<file path="src/verilog/fpm_pkg.sv">
// Package of constants and types for the flash bus pin port
// Summary of operation
// - Non-multiplexed option: full word address on dedicated inputs selects the location.
// - Host drives data or commands on writes; device drives data on reads.
// - AD multiplexed option (mode bit 4 clear): address bits 16 and up stay on dedicated inputs.
// - Shared pins carry low address in address phase, then data.
// - Die select low selects the device; high deselects into standby.
// - Burst clock only paces synchronous burst read output.
// - Address inputs accepted only while address valid is low.
// - Synchronous burst reads capture address on address valid rising edge.
// - Write protect low enables block lock-down; high disables it.
// - Reset low inhibits every operation; host holds it high normally.
// - Wait output polarity is configurable, active high or active low.
// - Wait asserted while data invalid, deasserted when valid.
// - Mode bit 4 clear, output enable high: shared pins carry address 15:0.
// - Address-address-data mode, output enable high: first phase carries address 15:0.
// - Address-address-data mode, output enable low: pins 9:0 carry address 25:16.
package fpm_pkg;
   localparam int unsigned DATA_W        = 16;
   localparam int unsigned ADDR_W        = 26;
   localparam int unsigned LOW_ADDR_W    = 16;
   localparam int unsigned HIGH_PHASE_W  = 10;
   localparam int unsigned CFG_W         = 16;
   localparam int unsigned CFG_AAD_BIT   = 4;
   localparam int unsigned CFG_WAITP_BIT = 10;
   localparam int unsigned CFG_SYNC_BIT  = 15;
   localparam logic [15:0] CFG_RESET     = 16'hbfcf;
   localparam int unsigned LATENCY_CYC   = 3;
   localparam int unsigned BURST_LEN     = 4;

   typedef enum logic [1:0] {
      FPM_MUX_NONE,
      FPM_MUX_AD,
      FPM_MUX_AAD
   } fpm_mux_t;

   typedef enum {
      FPM_IDLE,
      FPM_LATENCY,
      FPM_BURST
   } fpm_state_t;
endpackage : fpm_pkg

</file>
<file path="src/verilog/fpm_addr_latch.sv">
// Address assembly and capture for all pin options
`timescale 1ns/1ps
module fpm_addr_latch
   import fpm_pkg::*;
(
   // Clock and reset
   input  wire logic              i_clk,
   input  wire logic              i_reset,
   // Pins and mode
   input  wire logic              i_mux_en,
   input  wire logic              i_aad_mode,
   input  wire logic              i_sel,
   input  wire logic              i_address_valid_n,
   input  wire logic              i_oe_n,
   input  wire logic [ADDR_W-1:0] i_addr,
   input  wire logic [DATA_W-1:0] i_adq,
   // Results
   output logic      [ADDR_W-1:0] o_addr,
   output logic                   o_capture
);
   logic [ADDR_W-1:0] addr_q;
   logic [ADDR_W-1:0] addr_d;
   logic              strb_q;
   logic              strb_d;
   logic              cap_q;
   logic              cap_d;

   // Track the strobe and merge address pieces while it is low
   always_comb begin
      addr_d = addr_q;
      strb_d = i_address_valid_n;
      cap_d  = i_sel && i_address_valid_n && !strb_q;
      if (i_sel && !i_address_valid_n) begin
         if (!i_mux_en) begin
            addr_d = i_addr;
         end else if (!i_aad_mode) begin
            addr_d = {i_addr[ADDR_W-1:LOW_ADDR_W], i_adq};
         end else if (i_oe_n) begin
            addr_d[LOW_ADDR_W-1:0] = i_adq;
         end else begin
            // Upper pins 15:10 are ignored in this phase; dedicated inputs tied low
            addr_d[ADDR_W-1:LOW_ADDR_W] = i_adq[HIGH_PHASE_W-1:0];
         end
      end
   end

   // Registers only
   always_ff @(posedge i_clk) begin
      if (i_reset) begin
         addr_q <= '0;
         strb_q <= 1'b1;
         cap_q  <= 1'b0;
      end else begin
         addr_q <= addr_d;
         strb_q <= strb_d;
         cap_q  <= cap_d;
      end
   end

   assign o_addr    = addr_q;
   assign o_capture = cap_q;
endmodule : fpm_addr_latch

</file>
<file path="src/verilog/fpm_out_drive.sv">
// Data pin drive and wait polarity
`timescale 1ns/1ps
module fpm_out_drive
   import fpm_pkg::*;
(
   // Controls
   input  wire logic              i_sel,
   input  wire logic              i_oe_n,
   input  wire logic              i_we_n,
   input  wire logic              i_valid,
   input  wire logic              i_wait_high,
   // Pin side
   output logic                   o_dq_oe,
   output logic                   o_wait
);
   // Drive only for a selected read; everything else leaves the bus free
   assign o_dq_oe = i_sel && !i_oe_n && i_we_n;
   // Asserted while data is invalid; polarity bit set means active high, so the
   // idle level is the inverse of the polarity bit and a port that is not driving never shows a stall
   assign o_wait  = (o_dq_oe && !i_valid) ~^ i_wait_high;
endmodule : fpm_out_drive

</file>
<file path="src/verilog/fpm_port.sv">
// Top: flash bus pin port with mux options and burst pacing
`timescale 1ns/1ps
module fpm_port
   import fpm_pkg::*;
#(
   parameter int unsigned LATENCY = LATENCY_CYC,
   parameter int unsigned BURST   = BURST_LEN
)(
   // Clock and reset
   input  wire logic              i_clk,
   input  wire logic              i_reset,
   // Bus control pins
   input  wire logic              i_reset_n,
   input  wire logic              i_ce_n,
   input  wire logic              i_oe_n,
   input  wire logic              i_we_n,
   input  wire logic              i_address_valid_n,
   input  wire logic              i_wp_n,
   input  wire logic              i_burst_clk,
   // Address and data pins
   input  wire logic [ADDR_W-1:0] i_addr,
   input  wire logic [DATA_W-1:0] i_dq,
   output logic      [DATA_W-1:0] o_dq,
   output logic                   o_dq_oe,
   output logic                   o_wait,
   // Strap and configuration
   input  wire logic              i_mux_en,
   input  wire logic [CFG_W-1:0]  i_read_config_register,
   // Array side
   output logic      [ADDR_W-1:0] o_array_addr,
   output logic                   o_array_rd,
   input  wire logic [DATA_W-1:0] i_array_data,
   output logic                   o_array_wr,
   output logic      [DATA_W-1:0] o_array_wdata,
   output logic                   o_lockdown_en,
   output logic                   o_standby
);
   if (LATENCY < 1 || LATENCY > 15 || BURST < 1 || BURST > 255) begin : g_chk
      $error("fpm_port: unsupported latency or burst length");
   end

   logic              sel;
   logic              capture;
   logic [ADDR_W-1:0] cap_addr;
   logic              sync_mode;
   fpm_state_t        state_q;
   fpm_state_t        state_d;
   logic [7:0]        cnt_q;
   logic [7:0]        cnt_d;
   logic [ADDR_W-1:0] baddr_q;
   logic [ADDR_W-1:0] baddr_d;
   logic              bclk_q;
   logic              bclk_d;
   logic              valid_q;
   logic              valid_d;
   logic [DATA_W-1:0] dq_q;
   logic [DATA_W-1:0] dq_d;
   logic              we_q;
   logic              we_d;
   logic              wr_q;
   logic              wr_d;
   logic [DATA_W-1:0] wdat_q;
   logic [DATA_W-1:0] wdat_d;
   logic              wp_q;
   logic              wp_d;
   logic              bedge;

   // Reset pin inhibits everything; die select gates all activity except the write protect lock-down
   assign sel       = i_reset_n && !i_ce_n;
   assign sync_mode = !i_read_config_register[CFG_SYNC_BIT];
   assign bedge     = i_burst_clk && !bclk_q;

   fpm_addr_latch u_addr (
      .i_clk             (i_clk),
      .i_reset           (i_reset || !i_reset_n),
      .i_mux_en          (i_mux_en),
      .i_aad_mode        (i_read_config_register[CFG_AAD_BIT]),
      .i_sel             (sel),
      .i_address_valid_n (i_address_valid_n),
      .i_oe_n            (i_oe_n),
      .i_addr            (i_addr),
      .i_adq             (i_dq),
      .o_addr            (cap_addr),
      .o_capture         (capture)
   );

   fpm_out_drive u_drv (
      .i_sel       (sel),
      .i_oe_n      (i_oe_n),
      .i_we_n      (i_we_n),
      .i_valid     (valid_q),
      .i_wait_high (i_read_config_register[CFG_WAITP_BIT]),
      .o_dq_oe     (o_dq_oe),
      .o_wait      (o_wait)
   );

   // Read sequencing: async reads follow the address, sync reads pace on burst clock
   always_comb begin
      state_d = state_q;
      cnt_d   = cnt_q;
      baddr_d = baddr_q;
      valid_d = valid_q;
      dq_d    = dq_q;
      bclk_d  = i_burst_clk;
      if (!sel || i_oe_n) begin
         state_d = FPM_IDLE;
         valid_d = 1'b0;
      end else if (!sync_mode) begin
         baddr_d = cap_addr;
         dq_d    = i_array_data;
         valid_d = 1'b1;
      end else begin
         unique case (state_q)
            FPM_IDLE: begin
               valid_d = 1'b0;
               if (capture) begin
                  baddr_d = cap_addr;
                  cnt_d   = 8'(LATENCY);
                  state_d = FPM_LATENCY;
               end
            end
            FPM_LATENCY: begin
               if (bedge) begin
                  if (cnt_q == 8'h01) begin
                     dq_d    = i_array_data;
                     valid_d = 1'b1;
                     cnt_d   = 8'(BURST);
                     state_d = FPM_BURST;
                  end else begin
                     cnt_d = cnt_q - 8'h01;
                  end
               end
            end
            FPM_BURST: begin
               if (bedge) begin
                  if (cnt_q == 8'h01) begin
                     // Burst done: hold last word, ready for a new address
                     state_d = FPM_IDLE;
                  end else begin
                     baddr_d = baddr_q + ADDR_W'(1);
                     cnt_d   = cnt_q - 8'h01;
                  end
               end
               dq_d = i_array_data;
            end
         endcase
         if (capture && state_q != FPM_IDLE) begin
            baddr_d = cap_addr;
            cnt_d   = 8'(LATENCY);
            valid_d = 1'b0;
            state_d = FPM_LATENCY;
         end
      end
   end

   // Write capture on the rising edge of the write strobe
   always_comb begin
      we_d   = i_we_n;
      wr_d   = sel && i_we_n && !we_q && i_oe_n;
      wdat_d = wr_d ? i_dq : wdat_q;
      wp_d   = !i_wp_n;
   end

   // Registers only
   always_ff @(posedge i_clk) begin
      if (i_reset || !i_reset_n) begin
         state_q <= FPM_IDLE;
         cnt_q   <= 8'h00;
         baddr_q <= '0;
         bclk_q  <= 1'b0;
         valid_q <= 1'b0;
         dq_q    <= '0;
         we_q    <= 1'b1;
         wr_q    <= 1'b0;
         wdat_q  <= '0;
         wp_q    <= 1'b0;
      end else begin
         state_q <= state_d;
         cnt_q   <= cnt_d;
         baddr_q <= baddr_d;
         bclk_q  <= bclk_d;
         valid_q <= valid_d;
         dq_q    <= dq_d;
         we_q    <= we_d;
         wr_q    <= wr_d;
         wdat_q  <= wdat_d;
         wp_q    <= wp_d;
      end
   end

   // Outputs
   assign o_dq          = dq_q;
   assign o_array_addr  = (state_q == FPM_IDLE) ? cap_addr : baddr_q;
   assign o_array_rd    = sel && !i_oe_n && i_we_n;
   assign o_array_wr    = wr_q;
   assign o_array_wdata = wdat_q;
   assign o_lockdown_en = wp_q;
   assign o_standby     = !sel;
endmodule : fpm_port

</file>
<file path="config.mk">
export PLATFORM = sky130hd
export DESIGN_NAME = fpm_port
export DESIGN_NICKNAME = d
export VERILOG_FILES = /design/src/verilog/fpm_pkg.sv /design/src/verilog/fpm_addr_latch.sv /design/src/verilog/fpm_out_drive.sv /design/src/verilog/fpm_port.sv
export SDC_FILE = /design/constraint.sdc
export NUM_CORES = 1
export LEC_CHECK = 0
export ABC_AREA = 1
export BUFFER_PORTS_ARGS = -buffer_cell sky130_fd_sc_hd__buf_2
export CAP_MARGIN = 40
export CORE_AREA = 4 4 108 110
export DETAILED_ROUTE_END_ITERATION = 7
export DIE_AREA = 0 0 112 114
export GPL_ROUTABILITY_DRIVEN = 1
export GPL_TIMING_DRIVEN = 0
export PLACE_DENSITY = 0.89
export SLEW_MARGIN = 20
export SYNTH_ARGS = -nofsm -noshare
export SYNTH_HDL_FRONTEND = slang
export SYNTH_SLANG_ARGS = --single-unit
</file>
<file path="constraint.sdc">
create_clock -name i_clk -period 2.1 [get_ports i_clk]
set_input_delay 0.42 -clock i_clk [delete_from_list [all_inputs] [get_ports i_clk]]
set_output_delay 0.42 -clock i_clk [all_outputs]
set_load 0.1 [all_outputs]
</file>
Yosys cells after proc, flatten, opt, wreduce, memory -nomap -nowiden
Index checks and enable logic that the tools add are counted.
Word-level totals
  flip-flop bits (word level): 131
  input port bits: 84
  output and inout bits: 64
  logic and storage cells: 109
Cells by class
  add/sub/neg operators: 2
  equality and inequality tests: 18
  muxes and demuxes: 34
  bitwise gates (word level): 3
  reduce and logical (&&, ||, !) cells: 38
Operators with widths (count)
  $mux 26: 8
  $mux 32: 6
  $pmux 32 s3: 1
  $logic_not 32->1: 2
  $mux 16: 4
  $pmux 26 s2: 1
  $mux 8: 6
  $eq 32x1->1 const B: 1
  $eq 32x2->1 const B: 1
  $pmux 16 s2: 1
  $reduce_bool 32->1: 1
  $ne 3x3->1 const B: 9
  $add 26x1->26 const B: 1
  $pmux 8 s3: 1
  $ne 4x4->1 const B: 4
  $logic_and 1x1->1: 12
  $reduce_and 6->1: 2
  $logic_not 1->1: 10
  $mux 10: 1
  $eq 8x1->1 const B: 1
  $reduce_bool 4->1: 2
  $sub 8x1->8 const B: 1
  $reduce_and 5->1: 1
  $mux 1: 4
  11 further kinds: 14

Depth between registers and ports, before layout
Gate-level depths: netlist of the first run.
  depth after elaboration: 6
  depth in mapped cells: 11
  depth with buffers taken out: 11

By module
A second synthesis of the first run with hierarchy kept.
Unflattened totals
  cells, all modules: 971
  area, all modules: 5871.9 um2
Modules (own cells, without submodules)
  fpm_port: times used 1, cells an instance 692, area an instance 4244.1 um2, sequential area each 1461.4 um2
  fpm_addr_latch: times used 1, cells an instance 271, area an instance 1586.5 um2, sequential area each 560.5 um2
  fpm_out_drive: times used 1, cells an instance 8, area an instance 41.3 um2, sequential area each 0.0 um2

Worst setup path after synthesis of the first run
OpenSTA, ideal clock, no wires.
  path kind: input -> output
  start: input port i_reset_n
  end: output port o_wait
  data arrival time: 3.636 ns
  data required time: 1.680 ns
  slack: -1.956 ns
  cell stages on the path: 6
  path buffers: 0
  path through: inv_2 nor2_2 nand2_1 nor2_1 nand2_1 xor2_1
On the way
  word-level cells in the longest chain between the ends: 5
Ends and longest elaborated chain
  start: declaration: line fpm_port.sv:13  | input wire logic i_reset_n,
  $logic_and 1x1->1: line fpm_port.sv:69  | assign sel = i_reset_n && !i_ce_n;
  $logic_and 1x1->1 (2 in series)
  via o_array_rd: line fpm_port.sv:31  | output logic o_array_rd,
  $logic_and 1x1->1: line fpm_out_drive.sv:20  | assign o_wait = (o_dq_oe && !i_valid) ~^ i_wait_high;
  $xnor 1x1->1: line fpm_out_drive.sv:20
  end: declaration: line fpm_port.sv:25  | output logic o_wait,
The timed path passes the listed nets, and every way through them passes these cells.

Worst setup path in the final report of the first run
  start: register state_q[0]
  end: output port o_array_addr[9]
On the way
  word-level cells in the longest chain between the ends: 2
Ends and longest elaborated chain
  start: declaration: line fpm_port.sv:46  | fpm_state_t state_q;
  start signal: assignment: line fpm_port.sv:178  | state_q <= state_d;
  $logic_not 32->1: line fpm_port.sv:193  | assign o_array_addr = (state_q == FPM_IDLE) ? cap_addr : baddr_q;
  $mux 26: line fpm_port.sv:193
  end: declaration: line fpm_port.sv:30  | output logic [ADDR_W-1:0] o_array_addr,
Every way passes these cells.

==> results of run 1 <==
flip-flops by register name, summed over array words and instances (netlist names):
register	count
we_q	1
o_lockdown_en	1
state_q	2
o_dq	16
valid_q	1
u_addr.o_addr	26
cnt_q	8
o_array_wr	1
u_addr.strb_q	1
bclk_q	1
u_addr.o_capture	1
baddr_q	26
o_array_wdata	16
metal layers:
| layer | GRT usage | up-vias | part of all wire |
|---|---|---|---|
| met5 | 0 | - | 0 |
| met4 | 0.133 | 0 | 0.053 |
| met3 | 0.0594 | 87 | 0.081 |
| met2 | 0.493 | 356 | 0.49 |
| met1 | 0.344 | 2962 | 0.38 |
| li1 | - | 3046 | - |
worst max path at each step:
stage / start / to / slack (ns) / cells past startpoint
6_report: state_q[0] / o_array_addr[9] / -0.07 / 7
3_3_place_gp: state_q[0] / o_array_addr[16] / -0.63 / 7
5_1_grt: state_q[0] / o_array_addr[12] / -0.08 / 7
2_1_floorplan: i_reset_n / o_wait / -0.39 / 6
4_1_cts: state_q[1] / o_array_addr[11] / -0.01 / 7
3_5_place_dp: state_q[0] / o_array_addr[11] / -0.63 / 7
logic make-up (layout without fill, tap and decap cells):
| kind of cell | count (synthesis) | in the layout | synth area share |
|---|---|---|---|
| simple gates | 414 | 414 | 0.314 |
| fa+ha+maj | 6 | 6 | 0.0136 |
| mux | 10 | 10 | 0.0181 |
| compound gates | 193 | 193 | 0.178 |
| xor+xnor | 10 | 10 | 0.0158 |
| flops | 101 | 101 | 0.366 |
| buf+inv | 125 | 283 | 0.0946 |
stage by stage:
step | area [sq um] | setup TNS (ns) | setup WS [ns]
after global routing | 7600 | -1.65 | -0.0778
after global placement | 6680 | -13.73 | -0.628
after CTS | 7400 | -0.0437 | -0.0115
after detailed placement | 6680 | -14.17 | -0.631
after floorplan | 5840 | -0.525 | -0.391
final | 7600 | -1.01 | -0.0715
timing repair:
item                                    in CTS  in global routing
endpoints found under the setup margin      26                 33
cloned                                       0                  3
pin swaps                                    1                  9
gates resized for setup                    119                 46
buffers inserted                             5                  1
worst register-to-register path, stage by stage, from the launching register on:
cell and delay, ns:
dfxtp_1 0.43, ha_1 0.23, nand3_1 0.16, inv_1 0.19, nand2_1 0.08, nor2_1 0.38, nand3_1 0.13, o21ai_0 0.13
nand2_1 0.11, nand2_1 0.10, a21oi_2 0.05
cells in the final DEF (no fill, tap or decap), types with 7 or more instances in the layout:
cell	netlist	routed
nor2_1	163	162
nand2_1	185	160
buf_2	4	110
dfxtp_1	101	99
o21ai_0	108	84
inv_1	81	77
a21oi_1	71	69
nand3_1	31	31
buf_12	0	26
o21ai_4	0	23
clkbuf_1	24	19
nand2_4	2	16
nand2_2	4	15
or2_2	12	12
clkbuf_8	0	11
o21ai_1	10	11
buf_4	7	11
mux2i_1	10	10
inv_2	4	7
xor2_1	8	7
power by group:
part / internal, uW / switching (uW)
clock: 500 / 817
combinational: 178 / 370
sequential: 1940 / 25.2
final cells by class:
type	count	area [sq um]	share of cell area
Multi-Input combinational cell	633	3420	0.450
Inverter	86	327	0.0430
Tap cell	140	175	0.0231
Clock buffer	10	138	0.0181
Sequential cell	101	2020	0.266
Clock inverter	6	63.8	0.00840
Timing Repair Buffer	142	1150	0.151
Buffer	39	299	0.0394
==> metrics.md, run 1 <==
| Metric | Value |
|---|---|
| Outcome | `finished with violations` |
| Failing checks | `setup timing` |
| Worst Tran Pin Value | `0.758 ns` |
| WP data arrival | `1.75 ns` |
| Peak VDD IR | `0.449 mV` |
| CP dominant cell by count | `clkbuf_16` |
| Routability Congestion | `0.974` |
| Most frequent cell after synthesis | `nand2_1` |
| HP Class | `input port to register` |
| I/O pin count | `148` |
| Crit end category | `primary output` |
| Register bit count reported by yosys | `101` |
| DIE WIDTH | `roughly 110 microns` |
| Die area | `12800 sq um` |
| H-tree depth | `3` |
| Max-cap violation count | `0` |
| Worst reg2reg path depth | `10` |
| Core ar. | `10700 sq um` |
| Antenna violations before repair | `0` |
| Hold path start | `i_wp_n` |
| Setup WS post-layout | `-0.0715 ns` |
| Crit Path Max Fanout | `8` |
| Sink of the worst hold path | `o_lockdown_en` |
| CP startpoint kind | `register` |
| Period utilisation layout | `1.03` |
| PwrDens | `504 nW/um^2` |
| Crit-path cells | `inv_2 -> ha_4 -> clkbuf_16 -> clkbuf_16 -> nand2_4 -> o21ai_4 -> buf_12` |
| R2R Setup Slk | `0.01 ns` |
| Starting Density | `0.517` |
| Worst skew pair latency | `~0.40 ns` |
| Syn Nets | `around 950` |
| Critical path's slowest cell | `dfxtp_2` |
| Fin Hold WS | `approximately 0.17 ns` |
| Post-synth top cells | `185 x nand2_1, 163 x nor2_1, 108 x o21ai_0` |
| Syn Inst Count | `859` |
| Drt wl/cell | `16.5 microns` |
| Std-Cell Rows | `38` |
| Num CTS Buffers | `9` |
| Drt drc | `0` |
| CTS max path bufs | `2` |
| Syn_area_per_cell | `6.44 sq um` |
| Post-synth EDFFs | `0` |
| Hold Fails Final Rpt | `0` |
| Area Growth Syn to Fin | `37.4%` |
| Post-Syn Area | `5530 sq um` |
| Post-synth cell types | `33` |
| Die height | `114 microns` |
| First-pass GRT wire length | `29.7 mm` |
| Cell taking the most area after synthesis | `dfxtp_1` |
| # fillers | `about 840` |
| Fin cells | `1157` |
| Vias in the first global route | `around 6000` |
| 1st-iter DRT viols | `681` |
| Vias after detailed routing | `6451` |
| Top Family by Delay on Critical Path | `buffers and inverters` |
| Final core utilization | `0.710` |
| Worst hold path depth | `2` |
| Req. time, crit path | `about 1.7 ns` |
| F_max | `461 MHz` |
| CTS clock-pin slew for the worst setup and hold paths | `0.11 ns` |
| Pre-antenna DRT Iters | `5` |
| Ant. Diodes | `0` |
| CTS tree | `done` |
| Worst-case clock skew | `0.0173 ns` |
| Share of layout cells above drive strength 1 | `0.265` |
| # setup viols final | `25` |
| Final slew viol count | `0` |
| Worst path max stage delay | `0.34 ns` |
| HPWL after detailed placement | `13.0 mm` |
| Share of the synthesized area in the top cell type | `0.366` |
| Async S/R FF share, synth | `0` |
| Total power draw | `3830 uW` |
| Hold_buf cts | `0` |
| Seq/Total Area, Yosys | `0.366` |
| Synth Warn # | `0` |
| Final min period | `~2.2 ns` |
| # port buffers | `133` |
| Clock sinks | `101` |
| GR Util All Layers | `0.286` |
| Total Routed Length | `19.1 mm` |
| Number of nets with antenna violations after routing | `0` |
| Critical path class | `register to primary output` |
| Worst R2R Start | `baddr_q[1]` |
| Largest net degree at the start of global routing | `20` |
| Lkg Pwr | `roughly 0.0031 uW` |
| Worst path buffer plus inverter count | `4` |
| Main area contributors after synthesis | `dfxtp_1 37%, nand2_1 13%, nor2_1 11%, o21ai_0 9.8%, a21oi_1 6.4%` |
| Rel. slew slack | `0.495` |
| Via density per instance | `between 5 and 6` |
| Fin nets | `1102` |
| GR Overflow Total | `0` |
| Placed cells | `1132` |
| RSZ-0062 raised after global routing | `yes` |
| Reg2reg end | `baddr_q[14]` |
| CTS root buf | `clkbuf_8` |
| Dominant synthesized flop cell | `dfxtp_1` |
No activity file was read; power rests on OpenSTA's default activity.
==> inputs of run 2 (changes only) <==
==> constraint.sdc (replaced) <==
create_clock -name i_clk -period 2.4 [get_ports i_clk]
set_input_delay 0.48 -clock i_clk [delete_from_list [all_inputs] [get_ports i_clk]]
set_output_delay 0.48 -clock i_clk [all_outputs]
set_load 0.1 [all_outputs]
==> metrics.md, run 2 (synthesized netlist as in run 1, its figures left out) <==
| Metric | Value |
|---|---|
| CTS clock-pin slew for the worst setup and hold paths | `0.11 ns (about the same)` |
| Worst Tran Pin Value | `0.682 ns (-0.0757 ns)` |
| Fin nets | `1094 (-0.73%)` |
| Critical path class | `register to primary output` |
| Die area | `12800 sq um (unchanged)` |
| Worst hold path depth | `2 (unchanged)` |
| CTS tree | `done` |
| Via density per instance | `5.28 (-5.3%)` |
| Multi-input logic area | `3080 sq um (-10%)` |
| Final slew viol count | `0 (unchanged)` |
| Drt drc | `0 (unchanged)` |
| Period utilisation layout | `0.970` |
| Total Routed Length | `16.9 mm (-11%)` |
| WP data arrival | `1.85 ns (+0.10 ns)` |
| Final min period | `2.33 ns` |
| Lkg Pwr | `0.00289 uW (-6.5%)` |
| Rel. slew slack | `0.545 (+0.0504)` |
| Crit-path cells | `inv_2 -> ha_4 -> inv_1 -> nand2_1 -> o21ai_2 -> buf_2` |
| CP startpoint kind | `register` |
| H-tree depth | `3 (unchanged)` |
| CTS max path bufs | `2 (unchanged)` |
| Share of layout cells above drive strength 1 | `0.218 (-0.0460)` |
| GR Util All Layers | `0.263 (-0.0231)` |
| Crit Path Max Fanout | `6 (-2)` |
| Vias after detailed routing | `6056 (-6.1%)` |
| HP Class | `input port to register` |
| F_max | `429 MHz` |
| DIE WIDTH | `112 microns (unchanged)` |
| First-pass GRT wire length | `27.4 mm (-7.8%)` |
| PwrDens | `461 nW/um^2 (-8.6%)` |
| GR Overflow Total | `0 (unchanged)` |
| Num CTS Buffers | `9 (unchanged)` |
| # fillers | `970 (+15%)` |
| Worst skew pair latency | `0.38 ns (-0.02 ns)` |
| Final core utilization | `0.637 (-0.0730)` |
| Ant. Diodes | `0 (unchanged)` |
| Area Growth Syn to Fin | `23.3%` |
| Peak VDD IR | `0.346 mV (-23%)` |
| # setup viols final | `0 (-100%)` |
| Crit end category | `primary output` |
| Die height | `114 microns (unchanged)` |
| # port buffers | `133 (unchanged)` |
| Max-cap violation count | `0 (unchanged)` |
| Starting Density | `0.517 (unchanged)` |
| Largest net degree at the start of global routing | `16 (-20%)` |
| Vias in the first global route | `5813 (-4.4%)` |
| Total power draw | `3140 uW (-18%)` |
| Hold Fails Final Rpt | `0 (unchanged)` |
| Crit. Startpoint | `state_q[1]` |
| HPWL after detailed placement | `13.0 mm (+0.44%)` |
| Worst R2R Start | `state_q[1]` |
| Most frequent cells in the layout | `185 x nand2_1, 162 x nor2_1, 112 x buf_2` |
| Seq. cell area | `2020 sq um (-0.12%)` |
| Critical path's slowest cell | `buf_2` |
| Req. time, crit path | `1.92 ns (+0.24 ns)` |
| I/O pin count | `148 (unchanged)` |
| Pre-antenna DRT Iters | `5 (unchanged)` |
| Clock sinks | `101 (unchanged)` |
| Std-Cell Rows | `38 (unchanged)` |
| Hold path start | `i_wp_n` |
| Outcome | `complete, no violations` |
| Number of nets with antenna violations after routing | `0 (unchanged)` |
| Setup TNS | `0 ns (+1.01 ns)` |
| Antenna violations before repair | `0 (unchanged)` |
| Most common cell after layout, fill and taps aside | `nand2_1` |
| RSZ-0062 raised after global routing | `no` |
| Routability Congestion | `0.999 (+2.6%)` |
| Worst-case clock skew | `0.0172 ns (-0.0000435 ns)` |
| Core ar. | `10700 sq um (unchanged)` |
| Worst reg2reg path depth | `11 (+1)` |
| Hold_buf cts | `0 (unchanged)` |
| CTS root buf | `clkbuf_8` |
| Worst path max stage delay | `0.44 ns (+0.10 ns)` |
| 1st-iter DRT viols | `483 (-29%)` |
| Drt wl/cell | `14.7 microns (-11%)` |
-- run 2: path summary, 6_finish.rpt --
| path | endpoint | slack [ns] |
|---|---|---|
| min | o_lockdown_en | 0.24 |
| max reg2reg | baddr_q[11] | 0.51 |
| max | o_array_addr[15] | 0.07 |
| min reg2reg | u_addr.o_capture | 0.40 |
-- run 2: worst max-delay path, delay by kind of cell (launching register included) --
kind | cells | cell delay [ns]
simple gates | 1 | 0.10
buf+inv | 3 | 0.75
flops | 1 | 0.36
compound gates | 1 | 0.07
fa+ha+maj | 1 | 0.19
-- run 2: cell type report --
cell class / count / area share
clock inverter: 4 / 0.00385
clock buffer: 10 / 0.0202
multi-input combinational: 633 / 0.452
inverter: 86 / 0.0474
buffer: 39 / 0.0345
sequential: 101 / 0.297
tap: 140 / 0.0257
timing repair buffer: 134 / 0.120
-- run 2: what timing repair did --
item / 4_1_cts / 5_1_grt
setup endpoints to repair: 26 / 26
pin swaps: 0 / 1
gates resized for setup: 54 / 12
setup buffers: 0 / 1
-- run 2: layer usage --
| metal | up-vias | track usage | part of all wire |
|---|---|---|---|
| met4 | 0 | 0.132 | 0.037 |
| met3 | 49 | 0.0531 | 0.076 |
| met1 | 2721 | 0.324 | 0.42 |
| met2 | 260 | 0.440 | 0.47 |
| li1 | 3026 | - | - |
| met5 | - | 0 | 0 |
-- run 2: report_power, final --
part           internal, uW  switching [uW]
Clock                   393             600
Sequential             1700            17.9
Combinational           130             304
-- run 2: stage by stage --
step	setup slack, ns	std cells	area (sq um)	hold slack (ns)
after floorplan	-0.428	859	5600	0.375
after global placement	-0.479	1132	6440	0.380
after detailed placement	-0.469	1132	6440	0.405
after CTS	0.0156	1146	6780	0.241
after global routing	0.00875	1147	6820	0.238
final	0.0710	1147	6820	0.237
